[src/core/uart_flag_defs.svh]
// Register offsets, field positions and reset values of the flag block.
// Included by the flag modules; definitions only.
`ifndef UART_FLAG_DEFS_SVH
`define UART_FLAG_DEFS_SVH
// Byte offsets on the Wishbone bus
`define OFS_LINE_STATUS 8'h00
`define OFS_SHARED_DATA 8'h04
`define OFS_CONTROL     8'h08
`define OFS_IRQ_STATUS  8'h0C
`define OFS_IRQ_MASK    8'h10
// Line status field positions
`define LS_TX_EMPTY     0
`define LS_TX_IDLE      1
`define LS_RX_AVAIL     2
`define LS_RX_IDLE      3
`define LS_OVERRUN      4
`define LS_FRAMING      5
`define LS_NOISE        6
`define LS_PARITY       7
// Control field positions
`define CTL_PORT_EN     0
`define CTL_TX_EN       1
`define CTL_RX_IE       2
// Interrupt status field positions
`define IRQ_RX_DATA     0
`define IRQ_OVERRUN     1
`define IRQ_TX_EMPTY    2
`define IRQ_TX_IDLE     3
// Widths and reset values
`define LS_WIDTH        8
`define IRQ_WIDTH       4
`define FIFO_DEPTH      2
`define CTL_RESET       3'h0
`define IRQ_RESET       4'h0
`define MASK_RESET      4'h0
`define DATA_RESET      8'h00
`endif

[src/core/uart_flag_pkg.sv]
// Types shared by the flag block and its receive buffer.
// Assumes the defines header is on the include path.
package uart_flag_pkg;
  // One received character with its error marks
  typedef struct packed {
    logic [7:0] data;
    logic       noise;
    logic       framing;
    logic       parity;
  } rx_word_t;

  // Software control bits
  typedef struct packed {
    logic rx_ie;
    logic tx_en;
    logic port_en;
  } ctrl_t;
endpackage : uart_flag_pkg

[src/core/rx_fifo.sv]
// Two-entry receive buffer that sits behind the shared data register.
// Assumes push is never given while full; the caller checks.
`timescale 1ns/1ps
`include "uart_flag_defs.svh"
module rx_fifo
  import uart_flag_pkg::*;
(
  // Clock and reset
  input  wire logic     clk_i,
  input  wire logic     rst_i,
  // Control
  input  wire logic     flush_i,
  input  wire logic     push_i,
  input  wire rx_word_t push_word_i,
  input  wire logic     pop_i,
  // State
  output rx_word_t      head_o,
  output logic          empty_o,
  output logic          full_o
);
  rx_word_t mem [`FIFO_DEPTH];
  logic     wr_ptr;
  logic     rd_ptr;
  logic [1:0] count;

  assign head_o  = mem[rd_ptr];
  assign empty_o = (count == 2'd0);
  assign full_o  = (count == 2'd2);

  always_ff @(posedge clk_i) begin
    if (rst_i || flush_i) begin
      wr_ptr <= 1'b0;
      rd_ptr <= 1'b0;
      count  <= 2'd0;
    end else begin
      if (push_i) begin
        mem[wr_ptr] <= push_word_i;
        wr_ptr      <= ~wr_ptr;
      end
      if (pop_i && !empty_o) begin
        rd_ptr <= ~rd_ptr;
      end
      count <= count + {1'b0, push_i} - {1'b0, pop_i && !empty_o};
    end
  end
endmodule : rx_fifo

[src/core/clear_tracker.sv]
// Remembers, per flag, that a status read saw it set, and fires a clear
// on the next qualifying data register access. Assumes same-clock inputs.
`timescale 1ns/1ps
module clear_tracker #(
  parameter int N = 8
) (
  // Clock and reset
  input  wire logic         clk_i,
  input  wire logic         rst_i,
  // Bus events
  input  wire logic         status_rd_i,
  input  wire logic [N-1:0] flag_i,
  input  wire logic [N-1:0] access_i,
  // Clear pulses
  output logic      [N-1:0] clr_o
);
  logic [N-1:0] armed;

  for (genvar i = 0; i < N; i++) begin : g_flag
    // record then clear
    assign clr_o[i] = armed[i] & access_i[i];
    always_ff @(posedge clk_i) begin
      if (rst_i) begin
        armed[i] <= 1'b0;
      end else if (status_rd_i) begin
        armed[i] <= flag_i[i];
      end else if (access_i[i]) begin
        armed[i] <= 1'b0;
      end
    end
  end
endmodule : clear_tracker

[src/core/uart_status_flag_logic.sv]
// Status flags of the serial port with a classic Wishbone register slave.
// Assumes the shift logic runs on clk_i and gives one-cycle event pulses.
//
// Summary of operation
// Receive into full buffer sets overrun; overrun blocks further stores.
// Overrun clears after status read then shared data access.
// Receiver idle is 0 from start bit to stop bit end.
// Character moved into data register sets receive available flag.
// Receive transfer raises interrupt request only when enable bit is 1.
// Noise, framing, parity flags set in same cycle as available.
// Available clears after status read, data read, buffer then empty.
// Transmitter idle high when empty flag set and nothing shifting.
// Transmitter idle clears on status read then data write.
// Transmitter idle stays low while data or break is queued.
// Transmit empty set when shift register takes the character.
// Transmit empty clears on status read then data write.
// Setting transmitter enable sets the transmit empty flag.
// Received characters wait in a two-entry buffer.
// No noise flag for a character lost to overrun.
// Disable flushes buffer, clears errors, forces idle and empty high.
// One shared data address: reads receive, writes transmit.
// Each clear is armed by status read, fired by next access.
`timescale 1ns/1ps
`include "uart_flag_defs.svh"
module uart_status_flag_logic
  import uart_flag_pkg::*;
(
  // Clock and reset
  input  wire logic        clk_i,
  input  wire logic        rst_i,
  // Wishbone slave
  input  wire logic        cyc_i,
  input  wire logic        stb_i,
  input  wire logic        we_i,
  input  wire logic [7:0]  adr_i,
  input  wire logic [3:0]  sel_i,
  input  wire logic [31:0] dat_i,
  output logic      [31:0] dat_o,
  output logic             ack_o,
  // Receive shift logic
  input  wire logic        rx_start_i,
  input  wire logic        rx_stop_done_i,
  input  wire logic        rx_xfer_i,
  input  wire rx_word_t    rx_word_i,
  // Transmit shift logic
  input  wire logic        tx_load_i,
  input  wire logic        tx_busy_i,
  input  wire logic        break_queued_i,
  output logic      [7:0]  tx_data_o,
  output logic             tx_pending_o,
  // Control outputs
  output logic             port_enable_o,
  output logic             tx_enable_o,
  // Interrupts
  output logic             rx_irq_o,
  output logic             irq_o
);
  ctrl_t ctrl;
  logic  tx_en_q;
  logic  overrun;
  logic  noise_err;
  logic  framing_err;
  logic  parity_err;
  logic  rx_idle;
  logic  tx_idle;
  logic  tx_empty;
  logic  [`IRQ_WIDTH-1:0] irq_status;
  logic  [`IRQ_WIDTH-1:0] irq_mask;
  logic  [`LS_WIDTH-1:0]  line_status;
  logic  [`LS_WIDTH-1:0]  access;
  logic  [`LS_WIDTH-1:0]  clr;
  rx_word_t head;
  logic  fifo_empty;
  logic  fifo_full;

  // Bus decode
  wire req       = cyc_i & stb_i & ~ack_o;
  wire rd        = req & ~we_i;
  wire wr        = req & we_i & sel_i[0];
  wire hit_ls    = (adr_i == `OFS_LINE_STATUS);
  wire hit_data  = (adr_i == `OFS_SHARED_DATA);
  wire hit_ctl   = (adr_i == `OFS_CONTROL);
  wire hit_irq   = (adr_i == `OFS_IRQ_STATUS);
  wire hit_mask  = (adr_i == `OFS_IRQ_MASK);
  wire status_rd = rd & hit_ls;
  wire data_rd   = rd & hit_data;
  wire data_wr   = wr & hit_data;
  wire data_acc  = req & hit_data;
  wire irq_rd    = rd & hit_irq;
  wire port_en   = ctrl.port_en;

  // two-entry receive buffer
  // available while data unread
  wire rx_avail = ~fifo_empty;
  // store only while room and no overrun
  wire push     = port_en & rx_xfer_i & ~fifo_full & ~overrun;
  wire ovr_set  = port_en & rx_xfer_i & fifo_full;
  // pop only on an armed data read
  wire pop      = clr[`LS_RX_AVAIL];
  wire tx_en_up = ctrl.tx_en & ~tx_en_q;
  // a queued character or break keeps idle low
  wire tx_quiet = tx_empty & ~tx_busy_i & ~break_queued_i & ~tx_pending_o & ~data_wr;

  // disable flushes buffer
  rx_fifo u_rx_fifo (
    .clk_i       (clk_i),
    .rst_i       (rst_i),
    .flush_i     (~port_en),
    .push_i      (push),
    .push_word_i (rx_word_i),
    .pop_i       (pop),
    .head_o      (head),
    .empty_o     (fifo_empty),
    .full_o      (fifo_full)
  );

  // Line status layout
  assign line_status[`LS_TX_EMPTY] = tx_empty;
  assign line_status[`LS_TX_IDLE]  = tx_idle;
  assign line_status[`LS_RX_AVAIL] = rx_avail;
  assign line_status[`LS_RX_IDLE]  = rx_idle;
  assign line_status[`LS_OVERRUN]  = overrun;
  assign line_status[`LS_FRAMING]  = framing_err;
  assign line_status[`LS_NOISE]    = noise_err;
  assign line_status[`LS_PARITY]   = parity_err;

  // overrun and errors clear on any data access
  assign access[`LS_TX_EMPTY] = data_wr;
  assign access[`LS_TX_IDLE]  = data_wr;
  assign access[`LS_RX_AVAIL] = data_rd;
  assign access[`LS_RX_IDLE]  = 1'b0;
  assign access[`LS_OVERRUN]  = data_acc;
  assign access[`LS_FRAMING]  = data_acc;
  assign access[`LS_NOISE]    = data_acc;
  assign access[`LS_PARITY]   = data_acc;

  clear_tracker #(
    .N (`LS_WIDTH)
  ) u_clear_tracker (
    .clk_i       (clk_i),
    .rst_i       (rst_i),
    .status_rd_i (status_rd),
    .flag_i      (line_status),
    .access_i    (access),
    .clr_o       (clr)
  );

  // Read mux; unmapped offsets read zero
  wire [31:0] rd_word =
    hit_ls   ? {24'h00_0000, line_status} :
    hit_data ? {24'h00_0000, head.data} :
    hit_ctl  ? {29'h000_0000, ctrl} :
    hit_irq  ? {28'h000_0000, irq_status} :
    hit_mask ? {28'h000_0000, irq_mask} : 32'h0000_0000;

  // Wishbone answer one cycle after the request
  always_ff @(posedge clk_i) begin
    if (rst_i) begin
      ack_o <= 1'b0;
      dat_o <= 32'h0000_0000;
    end else begin
      ack_o <= req;
      dat_o <= rd ? rd_word : 32'h0000_0000;
    end
  end

  // Control register; disable also drops transmit enable
  always_ff @(posedge clk_i) begin
    if (rst_i) begin
      ctrl    <= `CTL_RESET;
      tx_en_q <= 1'b0;
    end else begin
      tx_en_q <= ctrl.tx_en;
      if (wr && hit_ctl) begin
        ctrl.port_en <= dat_i[`CTL_PORT_EN];
        ctrl.tx_en   <= dat_i[`CTL_TX_EN] & dat_i[`CTL_PORT_EN];
        ctrl.rx_ie   <= dat_i[`CTL_RX_IE];
      end else if (!ctrl.port_en) begin
        ctrl.tx_en <= 1'b0;
      end
    end
  end

  assign port_enable_o = ctrl.port_en;
  assign tx_enable_o   = ctrl.tx_en;

  // overrun flag, set wins over clear
  always_ff @(posedge clk_i) begin
    if (rst_i || !port_en) begin
      overrun <= 1'b0;
    end else if (ovr_set) begin
      overrun <= 1'b1;
    end else if (clr[`LS_OVERRUN]) begin
      overrun <= 1'b0;
    end
  end

  // error marks load with the stored character
  always_ff @(posedge clk_i) begin
    if (rst_i || !port_en) begin
      noise_err   <= 1'b0;
      framing_err <= 1'b0;
      parity_err  <= 1'b0;
    end else begin
      // lost characters never reach here
      if (push && rx_word_i.noise) begin
        noise_err <= 1'b1;
      end else if (clr[`LS_NOISE]) begin
        noise_err <= 1'b0;
      end
      if (push && rx_word_i.framing) begin
        framing_err <= 1'b1;
      end else if (clr[`LS_FRAMING]) begin
        framing_err <= 1'b0;
      end
      if (push && rx_word_i.parity) begin
        parity_err <= 1'b1;
      end else if (clr[`LS_PARITY]) begin
        parity_err <= 1'b0;
      end
    end
  end

  // receiver idle from stop end to next start
  always_ff @(posedge clk_i) begin
    if (rst_i || !port_en) begin
      rx_idle <= 1'b1;
    end else if (rx_start_i) begin
      rx_idle <= 1'b0;
    end else if (rx_stop_done_i) begin
      rx_idle <= 1'b1;
    end
  end

  // writes to the shared address load the transmit side
  always_ff @(posedge clk_i) begin
    if (rst_i || !port_en) begin
      tx_data_o    <= `DATA_RESET;
      tx_pending_o <= 1'b0;
    end else if (data_wr) begin
      tx_data_o    <= dat_i[7:0];
      tx_pending_o <= 1'b1;
    end else if (tx_load_i) begin
      tx_pending_o <= 1'b0;
    end
  end

  // shift register took the character
  always_ff @(posedge clk_i) begin
    if (rst_i || !port_en) begin
      tx_empty <= 1'b1;
    // enabling the transmitter
    end else if (tx_load_i || tx_en_up) begin
      tx_empty <= 1'b1;
    // armed data write clears
    end else if (clr[`LS_TX_EMPTY]) begin
      tx_empty <= 1'b0;
    end
  end

  // idle when empty and nothing shifting
  always_ff @(posedge clk_i) begin
    if (rst_i || !port_en) begin
      tx_idle <= 1'b1;
    end else if (tx_quiet) begin
      tx_idle <= 1'b1;
    // armed data write clears
    end else if (clr[`LS_TX_IDLE] || tx_busy_i || break_queued_i) begin
      tx_idle <= 1'b0;
    end
  end

  // request only with receive interrupt enabled
  wire rx_req = push & ctrl.rx_ie;

  // Sticky events; an interrupt status read clears, a new event wins
  wire [`IRQ_WIDTH-1:0] irq_event = {tx_quiet & ~tx_idle & port_en,
                                     tx_load_i & ~tx_empty & port_en,
                                     ovr_set & ~overrun,
                                     rx_req};

  always_ff @(posedge clk_i) begin
    if (rst_i) begin
      rx_irq_o   <= 1'b0;
      irq_status <= `IRQ_RESET;
      irq_mask   <= `MASK_RESET;
    end else begin
      rx_irq_o   <= rx_req;
      irq_status <= (irq_rd ? `IRQ_RESET : irq_status) | irq_event;
      if (wr && hit_mask) begin
        irq_mask <= dat_i[`IRQ_WIDTH-1:0];
      end
    end
  end

  // Level output straight from the sticky bits and mask
  assign irq_o = |(irq_status & irq_mask);
endmodule : uart_status_flag_logic

[config.mk]
export PLATFORM = sky130hd
export DESIGN_NAME = uart_status_flag_logic
export DESIGN_NICKNAME = d
export VERILOG_FILES = /design/src/core/uart_flag_pkg.sv /design/src/core/rx_fifo.sv /design/src/core/clear_tracker.sv /design/src/core/uart_status_flag_logic.sv
export VERILOG_INCLUDE_DIRS = /design/src /design/src/core
export SDC_FILE = /design/constraint.sdc
export NUM_CORES = 1
export LEC_CHECK = 0
export BUFFER_PORTS_ARGS = -buffer_cell sky130_fd_sc_hd__buf_2
export CAP_MARGIN = 15
export CELL_PAD_IN_SITES_DETAIL_PLACEMENT = 0
export CELL_PAD_IN_SITES_GLOBAL_PLACEMENT = 1
export CORE_UTILIZATION = 30
export CTS_BUF_LIST = sky130_fd_sc_hd__clkbuf_4 sky130_fd_sc_hd__clkbuf_8
export CTS_CLUSTER_SIZE = 28
export DETAILED_ROUTE_END_ITERATION = 8
export PLACE_DENSITY_LB_ADDON = 0.1
export SYNTH_ARGS = -nofsm -noshare
export SYNTH_HDL_FRONTEND = slang
export SYNTH_SLANG_ARGS = --single-unit
export TNS_END_PERCENT = 50
[constraint.sdc]
create_clock -name clk_i -period 2.6 [get_ports clk_i]
set_input_delay 0.52 -clock clk_i [delete_from_list [all_inputs] [get_ports clk_i]]
set_output_delay 0.52 -clock clk_i [all_outputs]
set_load 0.1 [all_outputs]
==> impl_metrics.py, run 1 <==
metrics = {
    "timing": {
        "finalSetupViolCount": 0,
        "fin_setup_tns_ns": 0,
        "min_period_over_period_pct": 77.83,
        "slew_viol_final": 0,
        "clock.fmax_mhz": 494.2,
        "rsz0062_at_grt": "false",
        "slew_headroom_pct": 60.81,
        "clock-skew-final_ns": 0.01258,
        "min_period_ns": 2.024,
        "whs_ns": 0.3679,
        "hold_viol_final": 0,
        "worstMarginPinSlew_ns": 0.5731,
    },
    "critical_path": {
        "critPathLaunchType": "flop",
        "end_kind": "flop",
        "slowest_stage": "and4bb_2",
        "slowest_delay_ns": 0.37,
        "cp.required_ns": 2.82,
        "worst-path-max-fanout": 5,
        "critical_path_depth": 9,
        "arrival_ns": 2.24,
        "worst-path-buf-inv": 1,
        "path_class": "reg -> reg",
        "cp_cell_sequence": "and4bb_2 -> nand3_2 -> nor3_1 -> ha_1 -> inv_1 -> ha_1 -> xor2_1 -> xnor2_1 -> nor2_1",
        "cp_common_cell": "ha_1",
        "rr_worst_depth": 9,
        "crit_family": "simple AND/OR/NAND/NOR gates",
    },
    "yosys": {
        "synthTopCellsByArea": "dfxtp_1, edfxtp_1, buf_4",
        "ys_ff_latch": 66,
        "synth_area_per_cell_um2": 10.18,
        "postSynth.asyncResetShare_pct": 0,
        "synth_edf_count": 16,
        "synth_area_leader_cell": "dfxtp_1",
        "synthFlopType": "dfxtp_1",
        "syn_area_um2": 2933,
        "syn_inst": 288,
        "synth-seq-area-share_pct": 50.51,
        "synth.distinct_cells": 55,
        "ys_warn_count": 0,
        "synth_most_common_cell": "dfxtp_1",
        "yosysTopAreaCellShare_pct": 34.13,
        "yosys-top-cells-count": "dfxtp_1, nand2_1, buf_4",
    },
    "layout": {
        "finalNetCount": 428,
        "antenna_cells": 0,
        "finish.instance_area_um2": 3581,
        "drive_gt1_share_pct": 28.77,
        "fillers": 1006,
        "area_growth_pct": 22.10,
    },
    "detailed_routing": {
        "finalWirelength_mm": 7.628,
        "detail-route-antenna-nets": 0,
        "vias_per_cell": 4.690,
        "firstDrtPassIters": 5,
        "post-route-drc-count": 0,
        "vias": 2317,
        "wl_per_cell_um": 15.44,
        "drt_iter0_drc": 73,
    },
    "power_and_ir_drop": {
        "p_leak_nw": 1.473,
        "powerDensity_nw_per_um2": 632.8,
        "pwr-share-clk_pct": 42.7,
        "power.switching_uw": 631.0,
        "ir_worst_vdd_uv": 232.0,
        "finalPower_mw": 2.266,
        "pwr-share-seq_pct": 46.3,
        "combPwrFrac_pct": 10.9,
        "switching_share_pct": 27.85,
        "internal-power_mw": 1.635,
    },
    "global_route": {
        "grt-ovfl-total": 0,
        "grt_start_max_net_pins": 20,
        "grt_pass1_vias": 2224,
        "antenna_found_initial": 0,
        "gr-usage-all-layers_pct": 15.82,
        "grt_pass1_wl_mm": 11.91,
    },
    "placement": {
        "gp_congestion": 0.7164,
        "dpl_cell_area_um2": 3356,
        "io_buffers": 60,
        "dp_hpwl_mm": 5.745,
    },
    "worst_hold_path": {
        "holdPathStages": 1,
        "hp-class": "in -> reg",
    },
    "cts": {
        "clk_pin_slew_worst_paths_ns": 0.08,
        "cts_resized": 0,
        "cts.sinks": 66,
        "root_buffer": "clkbuf_8",
        "tritoncts": "built",
        "cts_max_path_buffers": 2,
        "clock_latency_ns": 0.34,
        "htree_levels": 3,
        "post_cts_buffers": 0,
        "ctsHoldBuffers": 0,
        "cts_made_buffers": 9,
    },
    "die": {
        "die_w_um": 100.9,
        "pin_count": 112,
        "fp-row-count": 35,
        "initial_core_util_pct": 31.30,
        "core_area_um2": 9371,
        "die_height_um": 100.9,
        "die_area_um2": 10180,
    },
    "job": {
        "drv_cap": 0,
    },
    "outcome": {
        "status": "complete, no violations",
    },
}
[metrics by stage]
stage | setup slack, ns | std cells | util (%)
CTS | 0.5489 | 494 | 38.21
finish | 0.5765 | 494 | 38.21
floorplan | 0.02290 | 311 | -
global route | 0.4241 | 494 | 38.21
global placement | 0.2430 | 478 | 35.81
detailed placement | 0.2461 | 478 | 35.81
[layer usage]
layer / share of wire, % / track usage [%] / vias up
li1: - / - / 1135
met1: 48 / 21.45 / 1109
met2: 47 / 25.13 / 71
met3: 4.0 / 2.566 / 2
met4: 0.62 / 6.355 / 0
met5: 0 / 0 / -
[worst reg2reg max path: cells and delay by family, from the launching register on]
kind / cells / cell delay, ns
and+or+nand+nor: 4 / 0.79
buffers and inverters: 1 / 0.06
DFF: 1 / 0.35
adders and majority gates: 2 / 0.39
xor gates and xnor gates: 2 / 0.32
[kinds of logic (layout without fill, tap and decap cells)]
| family | after synthesis | count (layout) | share of synthesized area [%] |
|---|---|---|---|
| buffers and inverters | 44 | 98 | 8.874 |
| adder cells (fa/ha/maj) | 2 | 2 | 0.8531 |
| other | 1 | 24 | 0.1279 |
| XOR/XNOR | 3 | 3 | 0.8961 |
| AND/OR/NAND/NOR | 102 | 102 | 19.97 |
| AO/OA/AOI/OAI | 55 | 55 | 13.57 |
| flip-flops | 66 | 66 | 50.51 |
| multiplexers | 15 | 15 | 5.205 |
[placed cells by master, fill, tap and decap left out, types with 3 or more instances in the layout]
cell type and instances:
dfxtp_1 50, nor2_1 13, a32o_1 6, nor3_1 5, o2bb2ai_1 4, buf_2 60
nand4_1 5, o21ai_0 7, a21boi_0 3, buf_4 14, and2_1 4, nand3_1 3
nand2_1 35, conb_1 24, inv_1 8, a31o_2 4, clkbuf_8 9, a21oi_1 13
mux2i_1 13, nor3b_1 4, nor2b_1 7, and3_1 4, a22oi_1 5, nand2b_1 5
edfxtp_1 16
[final timing paths]
path                              startpoint             endpoint  slack (ns)
worst max-delay path                   ack_o   u_rx_fifo.count[1]        0.58
worst min-delay path            rx_word_i[8]  u_rx_fifo.mem[1][8]        0.37
worst max register to register         ack_o   u_rx_fifo.count[1]        0.58
worst min register to register  tx_data_o[7]         tx_data_o[7]        0.45
[flip-flops by register name, indices dropped and copies added (netlist names), named ones only]
name                   flops
u_rx_fifo.mem             16
dat_o                      8
tx_data_o                  8
u_clear_tracker.armed      7
irq_mask                   4
irq_status                 4
u_rx_fifo.count            2
ack_o                      1
ctrl                       1
framing_err                1
noise_err                  1
overrun                    1
parity_err                 1
port_enable_o              1
rx_idle                    1
rx_irq_o                   1
tx_empty                   1
tx_en_q                    1
tx_enable_o                1
tx_idle                    1
tx_pending_o               1
u_rx_fifo.rd_ptr           1
u_rx_fifo.wr_ptr           1
[power groups by stage]
stage          Combinational (mW)  Sequential, mW  Clock [mW]
5_1_grt                     0.260            1.05        1.05
6_report                    0.248            1.05       0.968
2_1_floorplan               0.214            1.08           0
4_1_cts                     0.248            1.05        1.01
3_5_place_dp                0.248            1.07           0
3_3_place_gp                0.247            1.07           0
[cell type report]
cell class	count	area, um2	area share, %
multi-input combinational	201	1277	35.67
tap	129	161.4	4.507
sequential	66	1481	41.37
clock buffer	9	123.9	3.459
clock inverter	7	101.3	2.830
inverter	8	30.03	0.8386
timing repair buffer	74	405.4	11.32
Power figures use the tool's default switching activity.
==> inputs of run 2 (changes only) <==
==> constraint.sdc (replaced) <==
create_clock -name clk_i -period 2.1 [get_ports clk_i]
set_input_delay 0.42 -clock clk_i [delete_from_list [all_inputs] [get_ports clk_i]]
set_output_delay 0.42 -clock clk_i [all_outputs]
set_load 0.1 [all_outputs]
==> run 2 against run 1 <==
  * Clock power grew 14%
  * Sequential share of layout area shrank 0.57 points
  * Critical path depth is the same
  * Critical path type unchanged
==> impl_metrics.py, run 2 (synthesis results as in run 1) <==
metrics = {
    "die": {
        "die_height_um": 100.9,
        "fp-row-count": 35,
        "pin_count": 112,
        "core_area_um2": 9371,
        "initial_core_util_pct": 31.30,
        "die_area_um2": 10180,
        "die_w_um": 100.9,
    },
    "timing": {
        "slew_headroom_pct": 65.04,
        "slew_viol_final": 0,
        "fin_ws_ns": 0.1591,
        "min_period_over_period_pct": 92.42,
        "clock-skew-final_ns": 0.008510,
        "worstMarginPinSlew_ns": 0.5111,
        "hold_viol_final": 0,
        "finalSetupViolCount": 0,
        "clock.fmax_mhz": 515.2,
        "min_period_ns": 1.941,
        "rsz0062_at_grt": "false",
    },
    "placement": {
        "dp_hpwl_mm": 5.858,
        "place_inst": 488,
        "io_buffers": 60,
        "gp_congestion": 0.7564,
        "post-place-ws_ns": -0.1143,
        "dpl_cell_area_um2": 3436,
    },
    "critical_path": {
        "arrival_ns": 2.19,
        "critPathLaunchType": "flop",
        "path_class": "reg -> reg",
        "cp.required_ns": 2.35,
        "end_kind": "flop",
        "worst-path-max-fanout": 4,
    },
    "detailed_routing": {
        "top_layer": "met4",
        "route.met2.wl_mm": 3.588,
        "firstDrtPassIters": 4,
        "vias": 2340,
        "finalWirelength_mm": 7.576,
        "drt_iter0_drc": 65,
        "met1_length_mm": 3.661,
        "post-route-drc-count": 0,
        "wl_per_cell_um": 15.03,
        "met3_length_um": 194,
        "detail-route-antenna-nets": 0,
        "vias_per_cell": 4.643,
    },
    "layout": {
        "layout_common_cells": "buf_2, dfxtp_1, nand2_1, conb_1, buf_4",
        "top_regs": "u_rx_fifo.mem (16), dat_o (8), tx_data_o (8)",
        "layout_commonest_cell": "buf_2",
        "antenna_cells": 0,
        "final_cells": 504,
        "finish.instance_area_um2": 3637,
        "drive_gt1_share_pct": 31.47,
        "largest_reg_flops": 16,
        "area_growth_pct": 24.02,
        "finalNetCount": 438,
        "largest_register": "u_rx_fifo.mem",
        "fin_util_pct": 38.81,
    },
    "power_and_ir_drop": {
        "ir_worst_vdd_uv": 274.6,
        "finalPower_mw": 2.720,
        "p_leak_nw": 1.516,
        "powerDensity_nw_per_um2": 747.7,
    },
    "cts": {
        "ctsHoldBuffers": 0,
        "root_buffer": "clkbuf_8",
        "clock_latency_ns": 0.36,
        "cts.sinks": 66,
        "post_cts_buffers": 0,
        "clk_pin_slew_worst_paths_ns": 0.08,
        "cts_resized": 0,
        "htree_levels": 3,
        "cts_made_buffers": 9,
        "tritoncts": "built",
        "cts_max_path_buffers": 2,
    },
    "global_route": {
        "antenna_found_initial": 0,
        "grt_pass1_vias": 2257,
        "gr-usage-all-layers_pct": 16.06,
        "grt_pass1_wl_mm": 12.08,
        "grt_start_max_net_pins": 15,
        "grt-ovfl-total": 0,
    },
    "outcome": {
        "status": "complete, no violations",
    },
    "worst_hold_path": {
        "hp-class": "in -> reg",
    },
    "job": {
        "drv_cap": 0,
    },
}
==> run 2: cell count changes in the layout (fill, tap and decap cells not counted), sizes merged <==
| cell | change |
|---|---|
| buf | +10 |
| bufinv | -1 |
| clkinv | +2 |
| clkinvlp | -1 |
==> run 2: where the power goes <==
part | switching (mW) | internal, mW | leakage (nW)
Clock | 0.545 | 0.556 | 0.0998
Sequential | 0.000868 | 1.30 | 0.547
Combinational | 0.259 | 0.0604 | 0.868
==> run 2: final cells by class <==
type / instances / area (um2)
fill: 986 / 5734
sequential: 66 / 1484
multi-input combinational: 201 / 1280
timing repair buffer: 84 / 480.5
tap: 129 / 161.4
clock buffer: 9 / 123.9
clock inverter: 7 / 77.57
inverter: 8 / 30.03
==> run 2: routing by layer <==
metal,vias up,GRT usage (%)
met5,-,0
met4,0,7.358
met3,9,2.011
met2,56,26.34
met1,1115,21.13
li1,1160,-
==> run 2: critical path, cell delays in order, from the launching register on <==
cell and delay (ns):
dfxtp_2 0.34, and4bb_2 0.32, nand3_2 0.09, nor3_1 0.26
ha_1 0.27, inv_1 0.06, ha_1 0.14, xor2_1 0.17
xnor2_1 0.13, nor2_1 0.05
==> run 2: path summary, 6_finish.rpt <==
kind,cells past startpoint,slack [ns],startpoint,end
worst min-delay path,1,0.25,rx_word_i[9],u_rx_fifo.mem[0][9]
worst max register to register,9,0.16,ack_o,u_rx_fifo.count[1]
worst max-delay path,9,0.16,ack_o,u_rx_fifo.count[1]
worst min register to register,1,0.44,ack_o,ack_o
==> run 2: through the flow <==
stage          setup TNS, ns  hold slack, ns
2_1_floorplan              0          0.4261
3_3_place_gp         -0.1069          0.4355
3_5_place_dp         -0.1143          0.4337
4_1_cts                    0          0.2426
5_1_grt                    0          0.2369
6_report                   0          0.2516
==> inputs of run 3 (changes only) <==
--- a/config.mk
+++ b/config.mk
@@ -14,6 +14,7 @@
 export CTS_BUF_LIST = sky130_fd_sc_hd__clkbuf_4 sky130_fd_sc_hd__clkbuf_8
 export CTS_CLUSTER_SIZE = 28
 export DETAILED_ROUTE_END_ITERATION = 8
+export MAX_ROUTING_LAYER = met4
 export PLACE_DENSITY_LB_ADDON = 0.1
 export SYNTH_ARGS = -nofsm -noshare
 export SYNTH_HDL_FRONTEND = slang
==> run 3 against run 2 <==
  * Sequential power barely moved
  * Flip-flop and latch count did not move
  * Largest cell class unchanged
  * Fmax barely moved
  * Critical path type unchanged
  * Design area did not move
==> impl_metrics.py, run 3 (synthesis results as in run 1) <==
metrics = {
    "cts": {
        "cts_resized": 0,
        "cts_max_path_buffers": 2,
        "cts.sinks": 66,
        "clock_latency_ns": 0.35,
        "cts_made_buffers": 9,
        "ctsHoldBuffers": 0,
        "clk_pin_slew_worst_paths_ns": 0.08,
        "htree_levels": 3,
        "post_cts_buffers": 0,
        "root_buffer": "clkbuf_8",
        "tritoncts": "built",
    },
    "detailed_routing": {
        "wl_per_cell_um": 15.06,
        "detail-route-antenna-nets": 0,
        "post-route-drc-count": 0,
        "drt_iter0_drc": 86,
        "vias_per_cell": 4.605,
        "finalWirelength_mm": 7.589,
        "firstDrtPassIters": 4,
        "vias": 2321,
    },
    "timing": {
        "slew_viol_final": 0,
        "slew_headroom_pct": 65.12,
        "finalSetupViolCount": 0,
        "hold_viol_final": 0,
        "clock-skew-final_ns": 0.008455,
        "min_period_over_period_pct": 92.45,
        "rsz0062_at_grt": "false",
        "worstMarginPinSlew_ns": 0.5100,
        "min_period_ns": 1.941,
        "fin_setup_tns_ns": 0,
        "clock.fmax_mhz": 515.1,
    },
    "placement": {
        "dp_hpwl_mm": 5.858,
        "gp_congestion": 0.7662,
        "io_buffers": 60,
    },
    "power_and_ir_drop": {
        "ir_worst_vdd_uv": 274.5,
        "finalPower_mw": 2.715,
        "pwr-share-seq_pct": 47.9,
        "internal-power_mw": 1.915,
        "switching_share_pct": 29.47,
        "power.switching_uw": 800.3,
        "powerDensity_nw_per_um2": 746.5,
        "combPwrFrac_pct": 11.8,
        "pwr-share-clk_pct": 40.4,
        "p_leak_nw": 1.516,
    },
    "global_route": {
        "gr-usage-met2_pct": 26.24,
        "grt_use_met3_pct": 2.843,
        "met1_usage_pct": 21.30,
        "grt-ovfl-total": 0,
        "grt_pass1_vias": 2255,
        "grt_pass1_wl_mm": 12.09,
        "antenna_found_initial": 0,
        "grt_start_max_net_pins": 15,
        "busiest_layer": "met2",
        "gr-usage-all-layers_pct": 16.57,
    },
    "die": {
        "die_w_um": 100.9,
        "pin_count": 112,
        "fp-row-count": 35,
        "core_area_um2": 9371,
        "die_area_um2": 10180,
        "die_height_um": 100.9,
        "initial_core_util_pct": 31.30,
    },
    "critical_path": {
        "critPathLaunchType": "flop",
        "arrival_ns": 2.19,
        "end_kind": "flop",
        "worst-path-max-fanout": 4,
        "path_class": "reg -> reg",
        "cp.required_ns": 2.35,
    },
    "worst_hold_path": {
        "hp-class": "in -> reg",
    },
    "layout": {
        "antenna_cells": 0,
        "layout_commonest_cell": "buf_2",
        "drive_gt1_share_pct": 31.47,
        "top_regs": "u_rx_fifo.mem (16), dat_o (8), tx_data_o (8)",
        "layout_common_cells": "buf_2, dfxtp_1, nand2_1, conb_1, buf_4",
        "fillers": 986,
        "largest_register": "u_rx_fifo.mem",
        "area_growth_pct": 24.02,
        "finalNetCount": 438,
        "largest_reg_flops": 16,
    },
    "job": {
        "drv_cap": 0,
    },
    "outcome": {
        "status": "complete, no violations",
    },
}
-- run 3: cell counts in the layout (fill, tap and decap cells not counted) --
Identical to the previous run, type by type.
-- run 3: routing by layer --
metal / vias up / share of wire (%) / wire (um)
met2: 52 / 47 / 3567
met1: 1104 / 49 / 3707
met4: 0 / 1.2 / 92
met3: 8 / 2.9 / 221
li1: 1157 / - / -
met5: - / 0 / 0
-- run 3: layout make-up --
| class | count | area, um2 | share of cell area [%] |
|---|---|---|---|
| Sequential cell | 66 | 1484 | 40.80 |
| Multi-Input combinational cell | 201 | 1280 | 35.19 |
| Timing Repair Buffer | 84 | 480.5 | 13.21 |
| Tap cell | 129 | 161.4 | 4.438 |
| Clock buffer | 9 | 123.9 | 3.406 |
| Clock inverter | 7 | 77.57 | 2.133 |
| Inverter | 8 | 30.03 | 0.8256 |
-- run 3: path summary, 6_finish.rpt --
path                            slack, ns  cells past startpoint    startpoint                   to
worst max register to register       0.16                      9         ack_o   u_rx_fifo.count[1]
worst min-delay path                 0.26                      1  rx_word_i[9]  u_rx_fifo.mem[0][9]
worst max-delay path                 0.16                      9         ack_o   u_rx_fifo.count[1]
worst min register to register       0.44                      1         ack_o                ack_o
-- run 3: power groups by stage --
stage / combinational, mW / clock [mW] / sequential [mW]
3_3_place_gp: 0.320 / 0 / 1.33
2_1_floorplan: 0.265 / 0 / 1.34
5_1_grt: 0.337 / 1.18 / 1.30
3_5_place_dp: 0.320 / 0 / 1.33
4_1_cts: 0.321 / 1.12 / 1.30
6_report: 0.320 / 1.10 / 1.30
-- run 3: critical path, cell delays in order (launching register included) --
cell and delay [ns]:
dfxtp_2 0.34, and4bb_2 0.32, nand3_2 0.09, nor3_1 0.26, ha_1 0.27, inv_1 0.06, ha_1 0.14, xor2_1 0.17
xnor2_1 0.13, nor2_1 0.05
-- run 3: per-stage QoR --
step	setup slack, ns	utilization, %	hold WS (ns)	cell area (um2)	std cells
finish	0.1586	38.81	0.2588	3637	504
global route	0.03759	38.81	0.2337	3637	504
CTS	0.1624	38.81	0.2426	3637	504
detailed placement	-0.1143	36.66	0.4337	3436	488
global placement	-0.1069	36.66	0.4355	3436	488
floorplan	0.007780	-	0.4261	3024	311
